## config.mk

```make
export PLATFORM = sky130hd
export DESIGN_NAME = uie_usb_int_enable
export DESIGN_NICKNAME = d
export VERILOG_FILES = /design/src/verilog/uie_pkg.sv /design/src/verilog/uie_usb_int_enable.sv
export SDC_FILE = /design/constraint.sdc
export NUM_CORES = 1
export LEC_CHECK = 0
export ABC_CLOCK_PERIOD_IN_PS = 1280
export BUFFER_PORTS_ARGS = -buffer_cell sky130_fd_sc_hd__buf_2
export CAP_MARGIN = 20
export CORE_ASPECT_RATIO = 0.9
export CORE_UTILIZATION = 40
export CTS_CLUSTER_DIAMETER = 200
export DETAILED_ROUTE_END_ITERATION = 12
export PLACE_DENSITY = 0.69
export SYNTH_ARGS = -nofsm -noshare
export SYNTH_HDL_FRONTEND = slang
export SYNTH_SLANG_ARGS = --single-unit
export TNS_END_PERCENT = 1
```

## constraint.sdc

```tcl
create_clock -name clock_i -period 1.28 [get_ports clock_i]
set_clock_uncertainty 0.1 [all_clocks]
set_input_delay 0 -clock clock_i [delete_from_list [all_inputs] [get_ports clock_i]]
set_output_delay 0 -clock clock_i [all_outputs]
set_load 0.02 [all_outputs]
```

## src/verilog/uie_pkg.sv

```systemverilog
// Package: register map, field positions and reset values of the USB interrupt enable block
package uie_pkg;

   // ********************************************************
   // Register offsets (byte addresses)
   // ********************************************************
   localparam int          ADDR_W            = 8;
   localparam logic [7:0]  OFF_INT_ENABLES   = 8'h00;
   localparam logic [7:0]  OFF_EVENT_STATUS  = 8'h04;
   localparam logic [7:0]  OFF_IRQ_MASK      = 8'h08;
   localparam logic [7:0]  OFF_MODE_CTRL     = 8'h0c;
   localparam logic [7:0]  OFF_RAW_FLAGS     = 8'h10;

   // ********************************************************
   // Field positions of the enable / flag layout
   // ********************************************************
   localparam int          NUM_EVENTS        = 8;
   localparam int          BIT_STALL         = 7;
   localparam int          BIT_ATTACH        = 6;
   localparam int          BIT_RESUME        = 5;
   localparam int          BIT_IDLE          = 4;
   localparam int          BIT_TOKEN_DONE    = 3;
   localparam int          BIT_FRAME_START   = 2;
   localparam int          BIT_BUS_ERROR     = 1;
   localparam int          BIT_RESET_DETACH  = 0;
   localparam int          BIT_HOST_MODE     = 0;

   // ********************************************************
   // Reset values
   // ********************************************************
   localparam logic [7:0]  RST_INT_ENABLES   = 8'h00;
   localparam logic [7:0]  RST_EVENT_STATUS  = 8'h00;
   localparam logic [7:0]  RST_IRQ_MASK      = 8'h00;
   localparam logic [31:0] RD_UNMAPPED       = 32'h0000_0000;

   typedef enum logic [0:0] {
      UIE_MODE_DEVICE = 1'b0,
      UIE_MODE_HOST   = 1'b1
   } uie_mode_type;

endpackage : uie_pkg

```

## src/verilog/uie_usb_int_enable.sv

```systemverilog
// Module: USB interrupt enable mask with sticky status, mask and combined interrupt
`timescale 1ns/10ps
// What this block does
// RQ1: Stall event interrupts only while enable bit 7 is one.
// RQ2: Attach event interrupts only while enable bit 6 is one.
// RQ3: Resume event interrupts only while enable bit 5 is one.
// RQ4: Idle-detect event interrupts only while enable bit 4 is one.
// RQ5: Token-complete flag interrupts only while enable bit 3 is one.
// RQ6: Frame-start flag interrupts only while enable bit 2 is one.
// RQ7: Bus error interrupts only while enable bit 1 is one.
// RQ8: Device mode: bit 0 enables the bus-reset flag interrupt.
// RQ9: Host mode: bit 0 enables the detach flag interrupt.
// RQ10: Error events reach the combined flag only with enable bit 1 set.
// RQ11: Enable bits 31 to 8 read zero and ignore writes.
// RQ12: Reset clears all eight enable bits.
module uie_usb_int_enable
   import uie_pkg::*;
(
   // Clock, reset, enable
   input  wire logic                      clock_i,
   input  wire logic                      rst_n_i,
   input  wire logic                      clk_en_i,
   // Register port
   input  wire logic [uie_pkg::ADDR_W-1:0] reg_addr_i,
   input  wire logic [31:0]               reg_wdata_i,
   input  wire logic                      reg_wr_i,
   input  wire logic                      reg_rd_i,
   output logic      [31:0]               reg_rdata_o,
   // USB event flags, same clock
   input  wire logic                      stall_event_i,
   input  wire logic                      attach_event_i,
   input  wire logic                      resume_event_i,
   input  wire logic                      idle_event_i,
   input  wire logic                      token_complete_flag_i,
   input  wire logic                      frame_start_flag_i,
   input  wire logic                      bus_error_event_i,
   input  wire logic                      bus_reset_flag_i,
   input  wire logic                      detach_flag_i,
   // Interrupt outputs
   output logic                           combined_usb_irq_flag_o,
   output logic                           irq_o
);
   import uie_pkg::*;

   // ********************************************************
   // Storage
   // ********************************************************
   logic [NUM_EVENTS-1:0] usb_interrupt_enables_q;
   logic [NUM_EVENTS-1:0] event_status_q;
   logic [NUM_EVENTS-1:0] irq_mask_q;
   uie_mode_type          mode_q;
   logic [NUM_EVENTS-1:0] raw_flags;
   logic [NUM_EVENTS-1:0] gated_d;
   logic [NUM_EVENTS-1:0] status_d;
   logic [31:0]           rdata_d;
   logic [NUM_EVENTS-1:0] status_clr;
   logic [NUM_EVENTS-1:0] pending;
   logic                  wr_en;

   assign wr_en = reg_wr_i & clk_en_i;

   // ********************************************************
   // Event gathering, bit 0 source select and status clear decode
   // ********************************************************
   always_comb begin
      raw_flags                   = '0;
      raw_flags[BIT_STALL]        = stall_event_i;
      raw_flags[BIT_ATTACH]       = attach_event_i;
      raw_flags[BIT_RESUME]       = resume_event_i;
      raw_flags[BIT_IDLE]         = idle_event_i;
      raw_flags[BIT_TOKEN_DONE]   = token_complete_flag_i;
      raw_flags[BIT_FRAME_START]  = frame_start_flag_i;
      raw_flags[BIT_BUS_ERROR]    = bus_error_event_i;
      // Shared bit 0 picks its source from the mode
      if (mode_q == UIE_MODE_HOST) begin
         raw_flags[BIT_RESET_DETACH] = detach_flag_i; // RQ9
      end else begin
         raw_flags[BIT_RESET_DETACH] = bus_reset_flag_i; // RQ8
      end
   end

   // Write one to clear; only the low eight bits carry status
   always_comb begin
      status_clr = '0;
      if (wr_en && reg_addr_i == OFF_EVENT_STATUS) begin
         status_clr = reg_wdata_i[NUM_EVENTS-1:0];
      end
   end

   // ********************************************************
   // Event lanes: gate, sticky status and request per bit
   // ********************************************************
   uie_event_lane lane_stall_u (
      .raw_i     (raw_flags[BIT_STALL]),
      .enable_i  (usb_interrupt_enables_q[BIT_STALL]), // RQ1
      .mask_i    (irq_mask_q[BIT_STALL]),
      .status_i  (event_status_q[BIT_STALL]),
      .clear_i   (status_clr[BIT_STALL]),
      .gated_o   (gated_d[BIT_STALL]),
      .status_o  (status_d[BIT_STALL]),
      .pending_o (pending[BIT_STALL])
   );

   uie_event_lane lane_attach_u (
      .raw_i     (raw_flags[BIT_ATTACH]),
      .enable_i  (usb_interrupt_enables_q[BIT_ATTACH]), // RQ2
      .mask_i    (irq_mask_q[BIT_ATTACH]),
      .status_i  (event_status_q[BIT_ATTACH]),
      .clear_i   (status_clr[BIT_ATTACH]),
      .gated_o   (gated_d[BIT_ATTACH]),
      .status_o  (status_d[BIT_ATTACH]),
      .pending_o (pending[BIT_ATTACH])
   );

   uie_event_lane lane_resume_u (
      .raw_i     (raw_flags[BIT_RESUME]),
      .enable_i  (usb_interrupt_enables_q[BIT_RESUME]), // RQ3
      .mask_i    (irq_mask_q[BIT_RESUME]),
      .status_i  (event_status_q[BIT_RESUME]),
      .clear_i   (status_clr[BIT_RESUME]),
      .gated_o   (gated_d[BIT_RESUME]),
      .status_o  (status_d[BIT_RESUME]),
      .pending_o (pending[BIT_RESUME])
   );

   uie_event_lane lane_idle_u (
      .raw_i     (raw_flags[BIT_IDLE]),
      .enable_i  (usb_interrupt_enables_q[BIT_IDLE]), // RQ4
      .mask_i    (irq_mask_q[BIT_IDLE]),
      .status_i  (event_status_q[BIT_IDLE]),
      .clear_i   (status_clr[BIT_IDLE]),
      .gated_o   (gated_d[BIT_IDLE]),
      .status_o  (status_d[BIT_IDLE]),
      .pending_o (pending[BIT_IDLE])
   );

   uie_event_lane lane_token_u (
      .raw_i     (raw_flags[BIT_TOKEN_DONE]),
      .enable_i  (usb_interrupt_enables_q[BIT_TOKEN_DONE]), // RQ5
      .mask_i    (irq_mask_q[BIT_TOKEN_DONE]),
      .status_i  (event_status_q[BIT_TOKEN_DONE]),
      .clear_i   (status_clr[BIT_TOKEN_DONE]),
      .gated_o   (gated_d[BIT_TOKEN_DONE]),
      .status_o  (status_d[BIT_TOKEN_DONE]),
      .pending_o (pending[BIT_TOKEN_DONE])
   );

   uie_event_lane lane_frame_u (
      .raw_i     (raw_flags[BIT_FRAME_START]),
      .enable_i  (usb_interrupt_enables_q[BIT_FRAME_START]), // RQ6
      .mask_i    (irq_mask_q[BIT_FRAME_START]),
      .status_i  (event_status_q[BIT_FRAME_START]),
      .clear_i   (status_clr[BIT_FRAME_START]),
      .gated_o   (gated_d[BIT_FRAME_START]),
      .status_o  (status_d[BIT_FRAME_START]),
      .pending_o (pending[BIT_FRAME_START])
   );

   uie_event_lane lane_error_u (
      .raw_i     (raw_flags[BIT_BUS_ERROR]),
      .enable_i  (usb_interrupt_enables_q[BIT_BUS_ERROR]), // RQ7 RQ10
      .mask_i    (irq_mask_q[BIT_BUS_ERROR]),
      .status_i  (event_status_q[BIT_BUS_ERROR]),
      .clear_i   (status_clr[BIT_BUS_ERROR]),
      .gated_o   (gated_d[BIT_BUS_ERROR]),
      .status_o  (status_d[BIT_BUS_ERROR]),
      .pending_o (pending[BIT_BUS_ERROR])
   );

   uie_event_lane lane_shared_u (
      .raw_i     (raw_flags[BIT_RESET_DETACH]),
      .enable_i  (usb_interrupt_enables_q[BIT_RESET_DETACH]), // RQ8 RQ9
      .mask_i    (irq_mask_q[BIT_RESET_DETACH]),
      .status_i  (event_status_q[BIT_RESET_DETACH]),
      .clear_i   (status_clr[BIT_RESET_DETACH]),
      .gated_o   (gated_d[BIT_RESET_DETACH]),
      .status_o  (status_d[BIT_RESET_DETACH]),
      .pending_o (pending[BIT_RESET_DETACH])
   );

   // ********************************************************
   // Enable register
   // ********************************************************
   always_ff @(posedge clock_i or negedge rst_n_i) begin
      if (!rst_n_i) begin
         usb_interrupt_enables_q <= RST_INT_ENABLES; // RQ12
      end else if (wr_en && reg_addr_i == OFF_INT_ENABLES) begin
         // Upper bits of the write are dropped
         usb_interrupt_enables_q <= reg_wdata_i[NUM_EVENTS-1:0]; // RQ11
      end
   end

   // ********************************************************
   // Mode and mask registers
   // ********************************************************
   always_ff @(posedge clock_i or negedge rst_n_i) begin
      if (!rst_n_i) begin
         mode_q <= UIE_MODE_DEVICE;
      end else if (wr_en && reg_addr_i == OFF_MODE_CTRL) begin
         mode_q <= uie_mode_type'(reg_wdata_i[BIT_HOST_MODE]);
      end
   end

   always_ff @(posedge clock_i or negedge rst_n_i) begin
      if (!rst_n_i) begin
         irq_mask_q <= RST_IRQ_MASK;
      end else if (wr_en && reg_addr_i == OFF_IRQ_MASK) begin
         irq_mask_q <= reg_wdata_i[NUM_EVENTS-1:0];
      end
   end

   // ********************************************************
   // Sticky status, write one to clear
   // ********************************************************
   always_ff @(posedge clock_i or negedge rst_n_i) begin
      if (!rst_n_i) begin
         event_status_q <= RST_EVENT_STATUS;
      end else if (clk_en_i) begin
         event_status_q <= status_d;
      end
   end

   // ********************************************************
   // Interrupt outputs, registered
   // ********************************************************
   always_ff @(posedge clock_i or negedge rst_n_i) begin
      if (!rst_n_i) begin
         combined_usb_irq_flag_o <= 1'b0;
         irq_o                   <= 1'b0;
      end else if (clk_en_i) begin
         combined_usb_irq_flag_o <= |gated_d; // RQ10
         irq_o                   <= |pending;
      end
   end

   // ********************************************************
   // Read port
   // ********************************************************
   always_comb begin
      rdata_d = RD_UNMAPPED;
      case (reg_addr_i)
         OFF_INT_ENABLES:  rdata_d[NUM_EVENTS-1:0] = usb_interrupt_enables_q; // RQ11
         OFF_EVENT_STATUS: rdata_d[NUM_EVENTS-1:0] = event_status_q;
         OFF_IRQ_MASK:     rdata_d[NUM_EVENTS-1:0] = irq_mask_q;
         OFF_MODE_CTRL:    rdata_d[BIT_HOST_MODE]  = mode_q;
         OFF_RAW_FLAGS:    rdata_d[NUM_EVENTS-1:0] = raw_flags;
         default:          rdata_d = RD_UNMAPPED;
      endcase
   end

   // Data valid only in the cycle after the strobe
   always_ff @(posedge clock_i or negedge rst_n_i) begin
      if (!rst_n_i) begin
         reg_rdata_o <= RD_UNMAPPED;
      end else if (clk_en_i) begin
         reg_rdata_o <= reg_rd_i ? rdata_d : RD_UNMAPPED;
      end
   end

endmodule : uie_usb_int_enable

// ********************************************************
// One event lane: enable gate, sticky status, request
// ********************************************************
module uie_event_lane (
   // Event and its controls
   input  wire logic raw_i,
   input  wire logic enable_i,
   input  wire logic mask_i,
   input  wire logic status_i,
   input  wire logic clear_i,
   // Gated event, next status, request of this lane
   output logic      gated_o,
   output logic      status_o,
   output logic      pending_o
);
   always_comb begin
      gated_o   = raw_i & enable_i;
      // Set after clear so a coincident event is kept
      status_o  = (status_i & ~clear_i) | gated_o;
      pending_o = status_o & mask_i;
   end
endmodule : uie_event_lane

```

==> results.txt, run 1 <==
The flow ran to the end, but the final reports show violations. The final reports fail on negative setup slack. The count of unresolved DRC violations after routing came out at 0. The post-layout worst setup margin came out at -0.2452 ns.

The wire length of the first global-routing pass came out at 8687 um. Fill cells in the final layout number 451. Synthesis inferred 35 register bits. The number of max-cap violations came out at 0. The via count of the first global-routing pass came to 1760. The sequential cell area came out at 875.8 um2. The boundary pin count is 88. The peak fanout along the critical path came out at 3.

Setup repair after global routing could not meet its margin everywhere. In this run the worst setup path begins at mode_q. The fraction of the yosys area taken by sequential cells is 41.69%.

The maximum vdd ir drop came out at 0.6094 mV. The worst-skew pair later-pin latency came out at 0.29 ns. The number of enable flip-flop cells after synthesis came out at 0. The starting utilization of the core area is 42.40%. The number of standard-cell rows in the floorplan came out at 24. The number of vias per cell is 5.125. The path class of the tightest hold or removal check is in -> reg. The critical path goes through buf_4 > mux2_2 > and2_4 > o21ai_1 > a41oi_1. The global route total overflow came out at 0. STA classifies the critical path startpoint as a flip-flop. Per report_power, the sequential group accounts for 49.4% of the total. The startpoint of the tightest hold check path is idle_event_i. The floorplan die width is 78.39 um. The count of final max-slew check failures came out at 0.

The reported leakage power came out at 0.001406 uW. The internal power of the cells totals 1781 uW. The height of the die came out at 70.75 um. The final cell count without fillers is 353. The library cells used most frequently in the layout, excluding fill and tap cells, are buf_2, dfrtp_1, buf_4. The fraction of layout instances using a drive strength above 1 is 38.54%.

The count of yosys warnings during synthesis is 0. The number of antenna repair diodes is 0. No sink is reached through more buffers than the 2 on the longest clock path. The standard cell with the maximum stage delay on the critical path is dfrtp_1. The detailed router's first-iteration violation count is 291. Net switching is 27.72% of the power. The critical path is of the reg -> reg type. The share of total power dissipated in the clock network is 31.2%. The detailed-placement wirelength estimate is 3841 um. For this design the total switching power over the nets is 683.1 uW. The clock tree from TritonCTS is yes.

In the final layout, the multi-input gates occupy 1072 um2. The area added between synthesis and finish is 34.25%. The relative max-transition margin is 66.04%.

The number of endpoints failing setup at the final stage is 28. The clock slew at the register clock pins of the worst setup and hold paths came out at 0.07 ns. Counting tap cells, the placed design contains a total of 327 instances. At the placement stage, the worst setup path has a slack of -0.5656 ns. The routed via count came out at 1809. Subtracting the final worst setup slack from the clock period gives 1.525 ns. After the last flow step, the layout net total stands at 341. The H-tree was split into 2 levels. The number of iterations in the first detailed-routing pass came out at 8.

The area of the core came out at 4955 um2. The root buffer cell chosen for the clock tree is clkbuf_8. The fraction of registers with async set or reset after synthesis is 100.0%. The number of antenna violations at the first check in global routing is 0. The post-route fraction of the period consumed by the critical path came out at 119.2%. At the pin with the least slew margin, the transition time is 0.5084 ns. The final hold violation count came out at 0. The worst setup path is captured at a flip-flop. The pin count of the biggest net entering global routing is 36. The power per cell area came out at 873.8 nW/um2. The number of instances in the synthesized netlist came out at 195. The CTS buffer count came out at 5. The total number of clock tree sinks is 35.

In this run the remaining antenna-violating nets after routing total 0. Data on the critical path is required at its endpoint by 1.32 ns. The highest clock rate is 0.6556 GHz.

After detailed routing, the total wire length is 5213 um. The share of total power dissipated in combinational logic is 19.4%. The worst endpoint data arrival time came out at 1.57 ns.

Across every metal layer, demand over resource in global routing totals 20.68%. The library cell used most frequently in the layout, excluding fill and tap cells, is buf_2. The routed length per instance is 14.77 um. The area of the mapped netlist is 2101 um2. The synthesized netlist contains 45 unique library cells.

The die covers 5546 um2. The average size of a mapped cell came out at 10.77 um2. The largest single stage delay on the critical path is 0.36 ns. Port buffering added 39 buffers. The startpoint identified for the worst register-to-register timing path is mode_q. The top flip-flop cell by instance count after synthesis is dfrtp_1. The routability congestion estimate from global placement is 0.8711.
## critical path, delay by kind of cell, from the launching register on
kind,cells,cell delay (ns)
flip-flops,1,0.36
multiplexers,1,0.34
AO/OA/AOI/OAI,2,0.29
AND/OR/NAND/NOR,1,0.18
buffers and inverters,1,0.11
## layout make-up
type,count,share of cell area (%)
Tap cell,65,2.884
Multi-Input combinational cell,141,38.02
Timing Repair Buffer,94,23.82
Clock buffer,7,2.706
Clock inverter,1,0.1775
Sequential cell,35,31.06
Inverter,10,1.331
## power groups by stage
stage / combinational (uW) / clock, uW / sequential (uW)
2_1_floorplan: 283 / 0 / 1230
3_3_place_gp: 415 / 0 / 1230
3_5_place_dp: 421 / 0 / 1240
4_1_cts: 470 / 790 / 1220
5_1_grt: 520 / 839 / 1220
6_report: 477 / 770 / 1220
## per-stage QoR
| stage | util [%] | TNS [ns] | hold slack [ns] | area (um2) | total power (uW) |
|---|---|---|---|---|---|
| after global routing | 56.92 | -5.530 | 0.04146 | 2820 | 2583 |
| after global placement | 50.56 | -14.38 | -0.03773 | 2505 | 1649 |
| after detailed placement | 50.56 | -14.91 | -0.03785 | 2505 | 1657 |
| after floorplan | - | -11.20 | -0.3956 | 2187 | 1511 |
| after CTS | 56.34 | -4.136 | 0.03524 | 2791 | 2476 |
| final | 56.92 | -4.536 | 0.04035 | 2820 | 2464 |
## worst paths after layout
path                                              end  slack (ns)  cells after the start
setup / recovery                                irq_o       -0.25                      5
hold / removal                         reg_rdata_o[4]        0.04                      3
setup reg to reg                                irq_o       -0.25                      5
hold reg to reg                         irq_mask_q[3]        0.42                      1
max in group asynchronous  usb_interrupt_enables_q[6]        0.59                      3
min in group asynchronous              reg_rdata_o[6]        0.17                      3
## state kept, by name, summed over array words and instances (netlist names)
register	count
combined_usb_irq_flag_o	1
event_status_q	8
irq_mask_q	8
irq_o	1
mode_q	1
reg_rdata_o	8
usb_interrupt_enables_q	8
## synth_stat cells (4+ instances only)
| cell | count | share of area (%) |
|---|---|---|
| mux2_1 | 9 | 4.8 |
| a21o_1 | 4 | 1.4 |
| dfrtp_1 | 35 | 42 |
| a222oi_1 | 8 | 3.8 |
| clkbuf_1 | 4 | 0.71 |
| mux2_4 | 8 | 5.7 |
| inv_1 | 10 | 1.8 |
| nor2_1 | 4 | 0.71 |
| nand3_1 | 8 | 1.9 |
| a22o_1 | 7 | 2.9 |
| buf_4 | 24 | 8.6 |
| and2_1 | 4 | 1.2 |
| a32o_1 | 4 | 1.9 |
| o22ai_1 | 8 | 2.4 |
| o21ai_0 | 5 | 1.2 |
| nand2_1 | 13 | 2.3 |
## per-layer routing
metal | up-vias | share of wire [%] | GRT usage (%)
met2 | 86 | 45 | 31.77
met1 | 853 | 46 | 28.85
met4 | 0 | 2.5 | 8.025
met5 | - | 0 | 0
met3 | 13 | 6.4 | 4.000
li1 | 857 | - | -
## logic make-up after synthesis
family	count (synthesis)	synth area share, %
compound gates	48	17.87
simple gates	47	14.12
buf+inv	42	13.04
flops	35	41.69
mux	21	12.63
fa+ha+maj	1	0.4765
other cells	1	0.1785
## timing repair
item                                    4_1_cts  5_1_grt
gates resized for setup                      10        7
endpoints found under the hold margin        63        0
hold buffers                                 17        0
pin swaps                                     6        8
buffers inserted                              0        1
endpoints found under the setup margin       29       31
No activity file was read; power rests on OpenSTA's default activity.
==> inputs of run 2 (changes only) <==
--- a/config.mk
+++ b/config.mk
@@ -5,7 +5,7 @@
 export SDC_FILE = /design/constraint.sdc
 export NUM_CORES = 1
 export LEC_CHECK = 0
-export ABC_CLOCK_PERIOD_IN_PS = 1280
+export ABC_CLOCK_PERIOD_IN_PS = 1400
 export BUFFER_PORTS_ARGS = -buffer_cell sky130_fd_sc_hd__buf_2
 export CAP_MARGIN = 20
 export CORE_ASPECT_RATIO = 0.9
==> constraint.sdc (replaced) <==
create_clock -name clock_i -period 1.4 [get_ports clock_i]
set_clock_uncertainty 0.1 [all_clocks]
set_input_delay 0 -clock clock_i [delete_from_list [all_inputs] [get_ports clock_i]]
set_output_delay 0 -clock clock_i [all_outputs]
set_load 0.02 [all_outputs]
==> results.txt, run 2 (synthesis results as in run 1) <==
The routed via count is 1801. Setup repair after global routing could not meet its margin everywhere. The height of the die is 70.75 um.

At the end of routability-driven placement, the weighted congestion stood at 0.8592. The share of power burned in registers is 48.9%. The maximum vdd ir drop is 0.5656 mV. The number of buffers inserted by port buffering is 39. The peak fanout along the critical path is 4. In this run the worst hold path is classified as in -> reg.

The count of final max-slew check failures is 0. The setup check on the worst reg-to-reg path leaves a slack of -0.14 ns. The number of max-cap violations is 0. After detailed placement, the design holds a cell count of 322. The cell-internal power came out at 1658 uW. The total number of clock tree sinks is 35. The area added between synthesis and finish is 31.63%. After detailed routing, the wire length on met1 is 2377 um. The count of filler cells inserted in the layout is 462. The final cell count without fillers came out at 347.

In this run the critical register-to-register path is captured at irq_o. After layout, the minimum clock period comes to 1.540 ns. The library cells used most frequently in the layout, excluding fill and tap cells, are buf_2, dfrtp_1, buf_4.

The number of antenna violations at the first check in global routing is 0. The flow ran to the end, but the final reports show violations. The first global-routing pass estimated 8625 um of wire. The worst register-to-register path begins at usb_interrupt_enables_q[4]. The path with the worst hold slack has its endpoint at reg_rdata_o[4]. The highest clock rate is 0.6495 GHz. The data required time at the worst endpoint is 1.44 ns. The number of nets in the layout is 336. The clock passes through at most 2 buffers. The top routing layer in use is met4. The worst setup path is of the reg -> reg kind.

The CTS buffer count came out at 5. The routed length per instance is 15.15 um. Pin placement for this block handled 88 I/O pins. The via count of the first global-routing pass is 1727. STA classifies the critical path endpoint as a flip-flop. CTS built an H-tree with a depth of 2.

For this run, the total global-route usage over all layers was measured as 20.34%. The switching power total is 617.6 uW. Once the floorplan was initialized, standard cells occupied 42.40% of the core. The post-layout worst setup margin came out at -0.1396 ns.

The count of unresolved DRC violations after routing came out at 0. The initialized floorplan defines 24 standard-cell rows. The number of nets with antenna violations after routing came out at 0. The wire length on met3 is 394 um. The slew at the pin with the worst max-slew slack is 0.5046 ns.

The worst-skew pair later-pin latency came out at 0.29 ns. The startpoint of the tightest hold check path is idle_event_i. The combinational power share came out at 18.7%. Wire segments on met2 add up to 2415 um in the final route. TritonCTS built the clock tree. After clock tree synthesis, the clock-pin slew on the worst setup and hold paths is 0.06 ns. For this design the static power due to leakage is 0.001381 uW. Leaving out fill and tap cells, the most frequent cell in the layout is buf_2. STA classifies the critical path startpoint as a flip-flop.

The floorplan die width is 78.39 um. The clock network accounts for 32.4% of the total power. The count of cells along the worst register-to-register path came out at 5. The worst-case hold slack came out at 0.009017 ns. The power per cell area is 822.8 nW/um2. Entering global routing, the biggest net connects 36 pins. For this block, the initial DRC count from the detailed router was 184. The number of antenna repair diodes is 0. The total design power came out at 2275 uW. The post-route fraction of the period consumed by the critical path came out at 110.0%. The post-route netlist has 36.88% of its cells at a drive strength greater than 1. The final hold violation count was 0. The total overflow left after global routing is 0. The number of endpoints failing setup at the final stage is 25.

Along the worst hold path, the cell count comes to 3. In this run the tightest slew margin relative to its limit is 66.29%. Net switching is 27.15% of the power. The number of vias per cell came out at 5.190. The final reports fail on negative setup slack.

The buffer type at the clock tree root is clkbuf_8. The number of iterations in the first detailed-routing pass came out at 6. The worst endpoint data arrival time came out at 1.58 ns. The die footprint came out at 5546 um2. After floorplanning, the core was sized to cover 4955 um2. The final layout contains routed wiring with a total length of 5257 um. The detailed-placement wirelength estimate came out at 3788 um. The aggregate negative setup slack came out at -1.542 ns.
[run 2: cell count changes in the layout (fill, tap and decap cells not counted), sizes merged]
cell    change
buf         -5
clkbuf      -1
[run 2: final cells by class]
class	instances	area, um2	area share, %
clock inverter	1	5.005	0.1810
multi-input combinational	141	1060	38.33
sequential	35	875.8	31.67
inverter	10	37.54	1.357
timing repair buffer	89	623.1	22.53
clock buffer	6	82.58	2.986
tap	65	81.33	2.941
[run 2: worst max-delay path: stages (launching register included)]
cell       delay, ns
dfrtp_1         0.42
a21o_1          0.18
a22oi_1         0.19
o2111ai_1       0.14
a31oi_1         0.22
a41oi_1         0.14
[run 2: routing by layer]
layer | GRT usage [%] | vias to the layer above
met5 | 0 | -
met3 | 5.161 | 9
met2 | 31.19 | 81
met1 | 28.68 | 858
li1 | - | 853
met4 | 5.350 | 0
[run 2: how the worst max path moves through the flow]
stage                                          start                         end  slack (ns)  depth (start not counted)
after floorplan                        reg_addr_i[5]  usb_interrupt_enables_q[0]       -0.41                          7
after global placement                 reg_addr_i[5]              reg_rdata_o[1]       -0.39                          6
final                     usb_interrupt_enables_q[4]                       irq_o       -0.14                          5
after global routing      usb_interrupt_enables_q[4]                       irq_o       -0.18                          5
after detailed placement               reg_addr_i[5]              reg_rdata_o[2]       -0.42                          6
after CTS                 usb_interrupt_enables_q[4]                       irq_o       -0.14                          5
[run 2: what timing repair did]
action / 4_1_cts / 5_1_grt
endpoints found under the setup margin: 27 / 27
gates resized for setup: 7 / 1
pin swaps: 3 / 1
hold buffers: 17 / 0
endpoints found under the hold margin: 64 / 0
setup buffers: 0 / 1
gates cloned: 0 / 0
[run 2: power by group through the flow]
stage,clock [uW],sequential (uW),combinational [uW]
floorplan,0,1120,258
global placement,0,1130,373
detailed placement,0,1130,375
CTS,744,1110,421
global route,782,1120,463
finish,737,1110,425
[run 2: per-stage QoR]
| stage | setup WS, ns | util, % | instance area (um2) |
|---|---|---|---|
| 2_1_floorplan | -0.4096 | - | 2187 |
| 3_3_place_gp | -0.3878 | 49.80 | 2467 |
| 3_5_place_dp | -0.4185 | 49.80 | 2467 |
| 4_1_cts | -0.1432 | 55.53 | 2751 |
| 5_1_grt | -0.1833 | 55.81 | 2765 |
| 6_report | -0.1396 | 55.81 | 2765 |
==> inputs of run 3 (changes only) <==
--- a/config.mk
+++ b/config.mk
@@ -5,14 +5,15 @@
 export SDC_FILE = /design/constraint.sdc
 export NUM_CORES = 1
 export LEC_CHECK = 0
+export ABC_AREA = 1
 export ABC_CLOCK_PERIOD_IN_PS = 1400
 export BUFFER_PORTS_ARGS = -buffer_cell sky130_fd_sc_hd__buf_2
 export CAP_MARGIN = 20
 export CORE_ASPECT_RATIO = 0.9
-export CORE_UTILIZATION = 40
+export CORE_UTILIZATION = 32
 export CTS_CLUSTER_DIAMETER = 200
 export DETAILED_ROUTE_END_ITERATION = 12
-export PLACE_DENSITY = 0.69
+export PLACE_DENSITY = 0.58
 export SYNTH_ARGS = -nofsm -noshare
 export SYNTH_HDL_FRONTEND = slang
 export SYNTH_SLANG_ARGS = --single-unit
==> results.txt, run 3 <==
CTS placed an instance of clkbuf_8 at the clock tree root. The routed length per instance is 11.62 um. Registers take 875.8 um2. Dividing the detail-routed via count by the number of cells gives 4.433. The pin count of the biggest net entering global routing came out at 36. During I/O placement, the number of pins put on the boundary was 88. The synthesized netlist contains 27 unique library cells. The count of yosys warnings during synthesis came out at 0. The via count of the first global-routing pass is 1786. For this run, the leading register cell type out of synthesis is dfrtp_1. The die footprint came out at 6609 um2. The run finished, with violations left. The number of antenna violations at the first check in global routing came to 0. In the layout the commonest cells are nand2_1, buf_2, dfrtp_1. For the worst setup path, the data arrival time is 1.50 ns. The routed wire length on met2 is 2034 um. The count of state elements after synthesis is 35. The tree built by TritonCTS fans out to 35 sinks. The post-route fraction of the period consumed by the critical path is 101.4%. The starting utilization of the core area is 33.09%. The detailed router's first-iteration violation count came out at 103. After routing the design area is 2550 um2. In this run the most critical hold path is launched from bus_error_event_i. By area the synthesized netlist is led by dfrtp_1, nand2_1, buf_4, o21ai_0, inv_1. The power per cell area came out at 909.4 nW/um2. The count of final max-slew check failures is 0. The wire length on met3 is 244 um. Max-cap violations in this run came to 0. Adding up every negative setup slack in the final design gives -0.01921 ns.

STA puts the critical path data required time at 1.48 ns. TritonCTS built the clock tree. The total setup buffers inserted after CTS is 0. By startpoint and endpoint, the worst setup path is classified as reg -> reg. nand2_1 is the most common cell in the netlist. Final hold analysis gives a worst-case slack of 0.02893 ns. The floorplan die width came out at 85.58 um. The worst hold path belongs to the class in -> reg. The wire length of the first global-routing pass is 8424 um. The CTS buffer count is 5. The wire length after detailed routing is 4774 um. The number of antenna repair diodes is 0. Global routing used 16.39% of the available tracks. The core region is 6081 um2.

By count the netlist is led by nand2_1, dfrtp_1, o21ai_0. After filler insertion, the fill cell instance count of the layout stands at 643. The global route total overflow is 0. The area used by multi-input combinational logic is 925.9 um2. At the later pin of the worst-skew pair, clock insertion delay measures 0.28 ns. The average size of a mapped cell is 7.397 um2. The share of the Yosys chip area taken by registers is 43.53%.

The number of nets in the layout is 392. The length of routed wiring on met1 came out at 2453 um. Clock-pin slew was measured on the worst setup and hold paths at 0.07 ns. The worst setup path startpoint is mode_q.

The height of the die is 77.23 um. The final hold violation count came out at 0. STA classifies the critical path startpoint as a flip-flop. After synthesis the cells add up to 2012 um2. Of all nets on the critical path, the largest fanout is 2. Detailed placement ended at an HPWL of 3657 um. The number of endpoints failing setup at the final stage came out at 1.

The routed via count came out at 1822. Counting flops with a built-in enable in the synthesized netlist gives 0. The post-route netlist has 20.06% of its cells at a drive strength greater than 1.

The post-detailed-placement cell area is 2278 um2. The number of buffers inserted by port buffering came out at 39. The count of unresolved DRC violations after routing is 0. The number of instances in the synthesized netlist is 272. Leaving out fill and tap cells, the most frequent cell in the layout is nand2_1. The number of iterations in the first detailed-routing pass came out at 6. From synthesis to final layout, the design area changed by 26.74%. The clock tree buffer depth is 2.

The utilization of the core after routing came out at 41.93%. The synthesized design spends more area on one cell type than any other, namely dfrtp_1. After detailed routing, no signal wire sits above met4. The number of standard-cell rows in the floorplan is 27.

The reported leakage power is 0.001379 uW. The clock period minus final worst setup slack came out at 1.419 ns. The highest clock rate came out at 0.7046 GHz.

Setup repair after global routing could not meet its margin everywhere. The category of the worst setup path capture point is a flip-flop. The checks that failed: negative setup slack. Across the VDD grid, the largest voltage drop is 0.4592 mV. The number of H-tree levels came out at 2. The count of nets left with antenna violations once routing finished came out at 0. The routability congestion estimate from global placement came out at 0.8628.

In this run the critical register-to-register path is launched from mode_q. The post-layout worst setup margin is -0.01921 ns. The share of synthesized area in the top cell type comes to 43.53%.

The fraction of registers with async set or reset after synthesis is 100.0%.
run 3: final timing paths:
kind                                       end  slack [ns]  cells past startpoint
worst max-delay path                     irq_o       -0.02                      9
worst min-delay path            reg_rdata_o[1]        0.03                      4
worst max register to register           irq_o       -0.02                      9
worst min register to register  reg_rdata_o[0]        0.37                      2
max in group asynchronous        irq_mask_q[2]        0.70                      3
min in group asynchronous       reg_rdata_o[4]        0.18                      3
run 3: final cells by class:
| type | instances | share of cell area [%] |
|---|---|---|
| Clock buffer | 8 | 3.925 |
| Tap cell | 72 | 3.533 |
| Sequential cell | 35 | 34.35 |
| Timing Repair Buffer | 66 | 18.06 |
| Multi-Input combinational cell | 204 | 36.31 |
| Inverter | 26 | 3.827 |
run 3: what timing repair did:
action	in CTS	in global routing
hold buffers	15	0
gates resized for setup	7	1
endpoints found under the hold margin	59	0
pin swaps	4	2
setup endpoints to repair	2	11
run 3: cell families after synthesis:
| logic type | Yosys count | synth area share, % |
|---|---|---|
| compound gates | 44 | 12.81 |
| buf+inv | 56 | 15.80 |
| flops | 35 | 43.53 |
| mux | 1 | 0.5597 |
| other cells | 1 | 0.1864 |
| simple gates | 135 | 27.11 |
run 3: metal layers:
layer | vias up | global-route usage, %
li1 | 947 | -
met4 | 0 | 4.500
met2 | 55 | 25.20
met3 | 5 | 3.229
met1 | 815 | 23.38
met5 | - | 0
run 3: power breakdown:
part / internal [uW] / switching [uW] / leakage, uW / total [uW]
Combinational: 154 / 236 / 0.000854 / 390
Clock: 449 / 360 / 0.0000515 / 809
Sequential: 1080 / 45.6 / 0.000474 / 1120
run 3: metrics by stage:
| stage | power [uW] | worst slack [ns] | cells |
|---|---|---|---|
| finish | 2319 | -0.01921 | 411 |
| global route | 2435 | -0.1098 | 411 |
| CTS | 2342 | -0.03356 | 411 |
| detailed placement | 1491 | -0.1539 | 388 |
| global placement | 1483 | -0.08633 | 388 |
| floorplan | 1386 | 0.05404 | 295 |
run 3: worst max-delay path: stages, from the launching register on:
cell	delay, ns
dfrtp_1	0.40
mux2_4	0.32
nand2_4	0.07
nand2_2	0.06
nand2_1	0.05
nand2_1	0.05
nor2_1	0.08
nand2_1	0.07
nand2_1	0.06
nand2_1	0.04
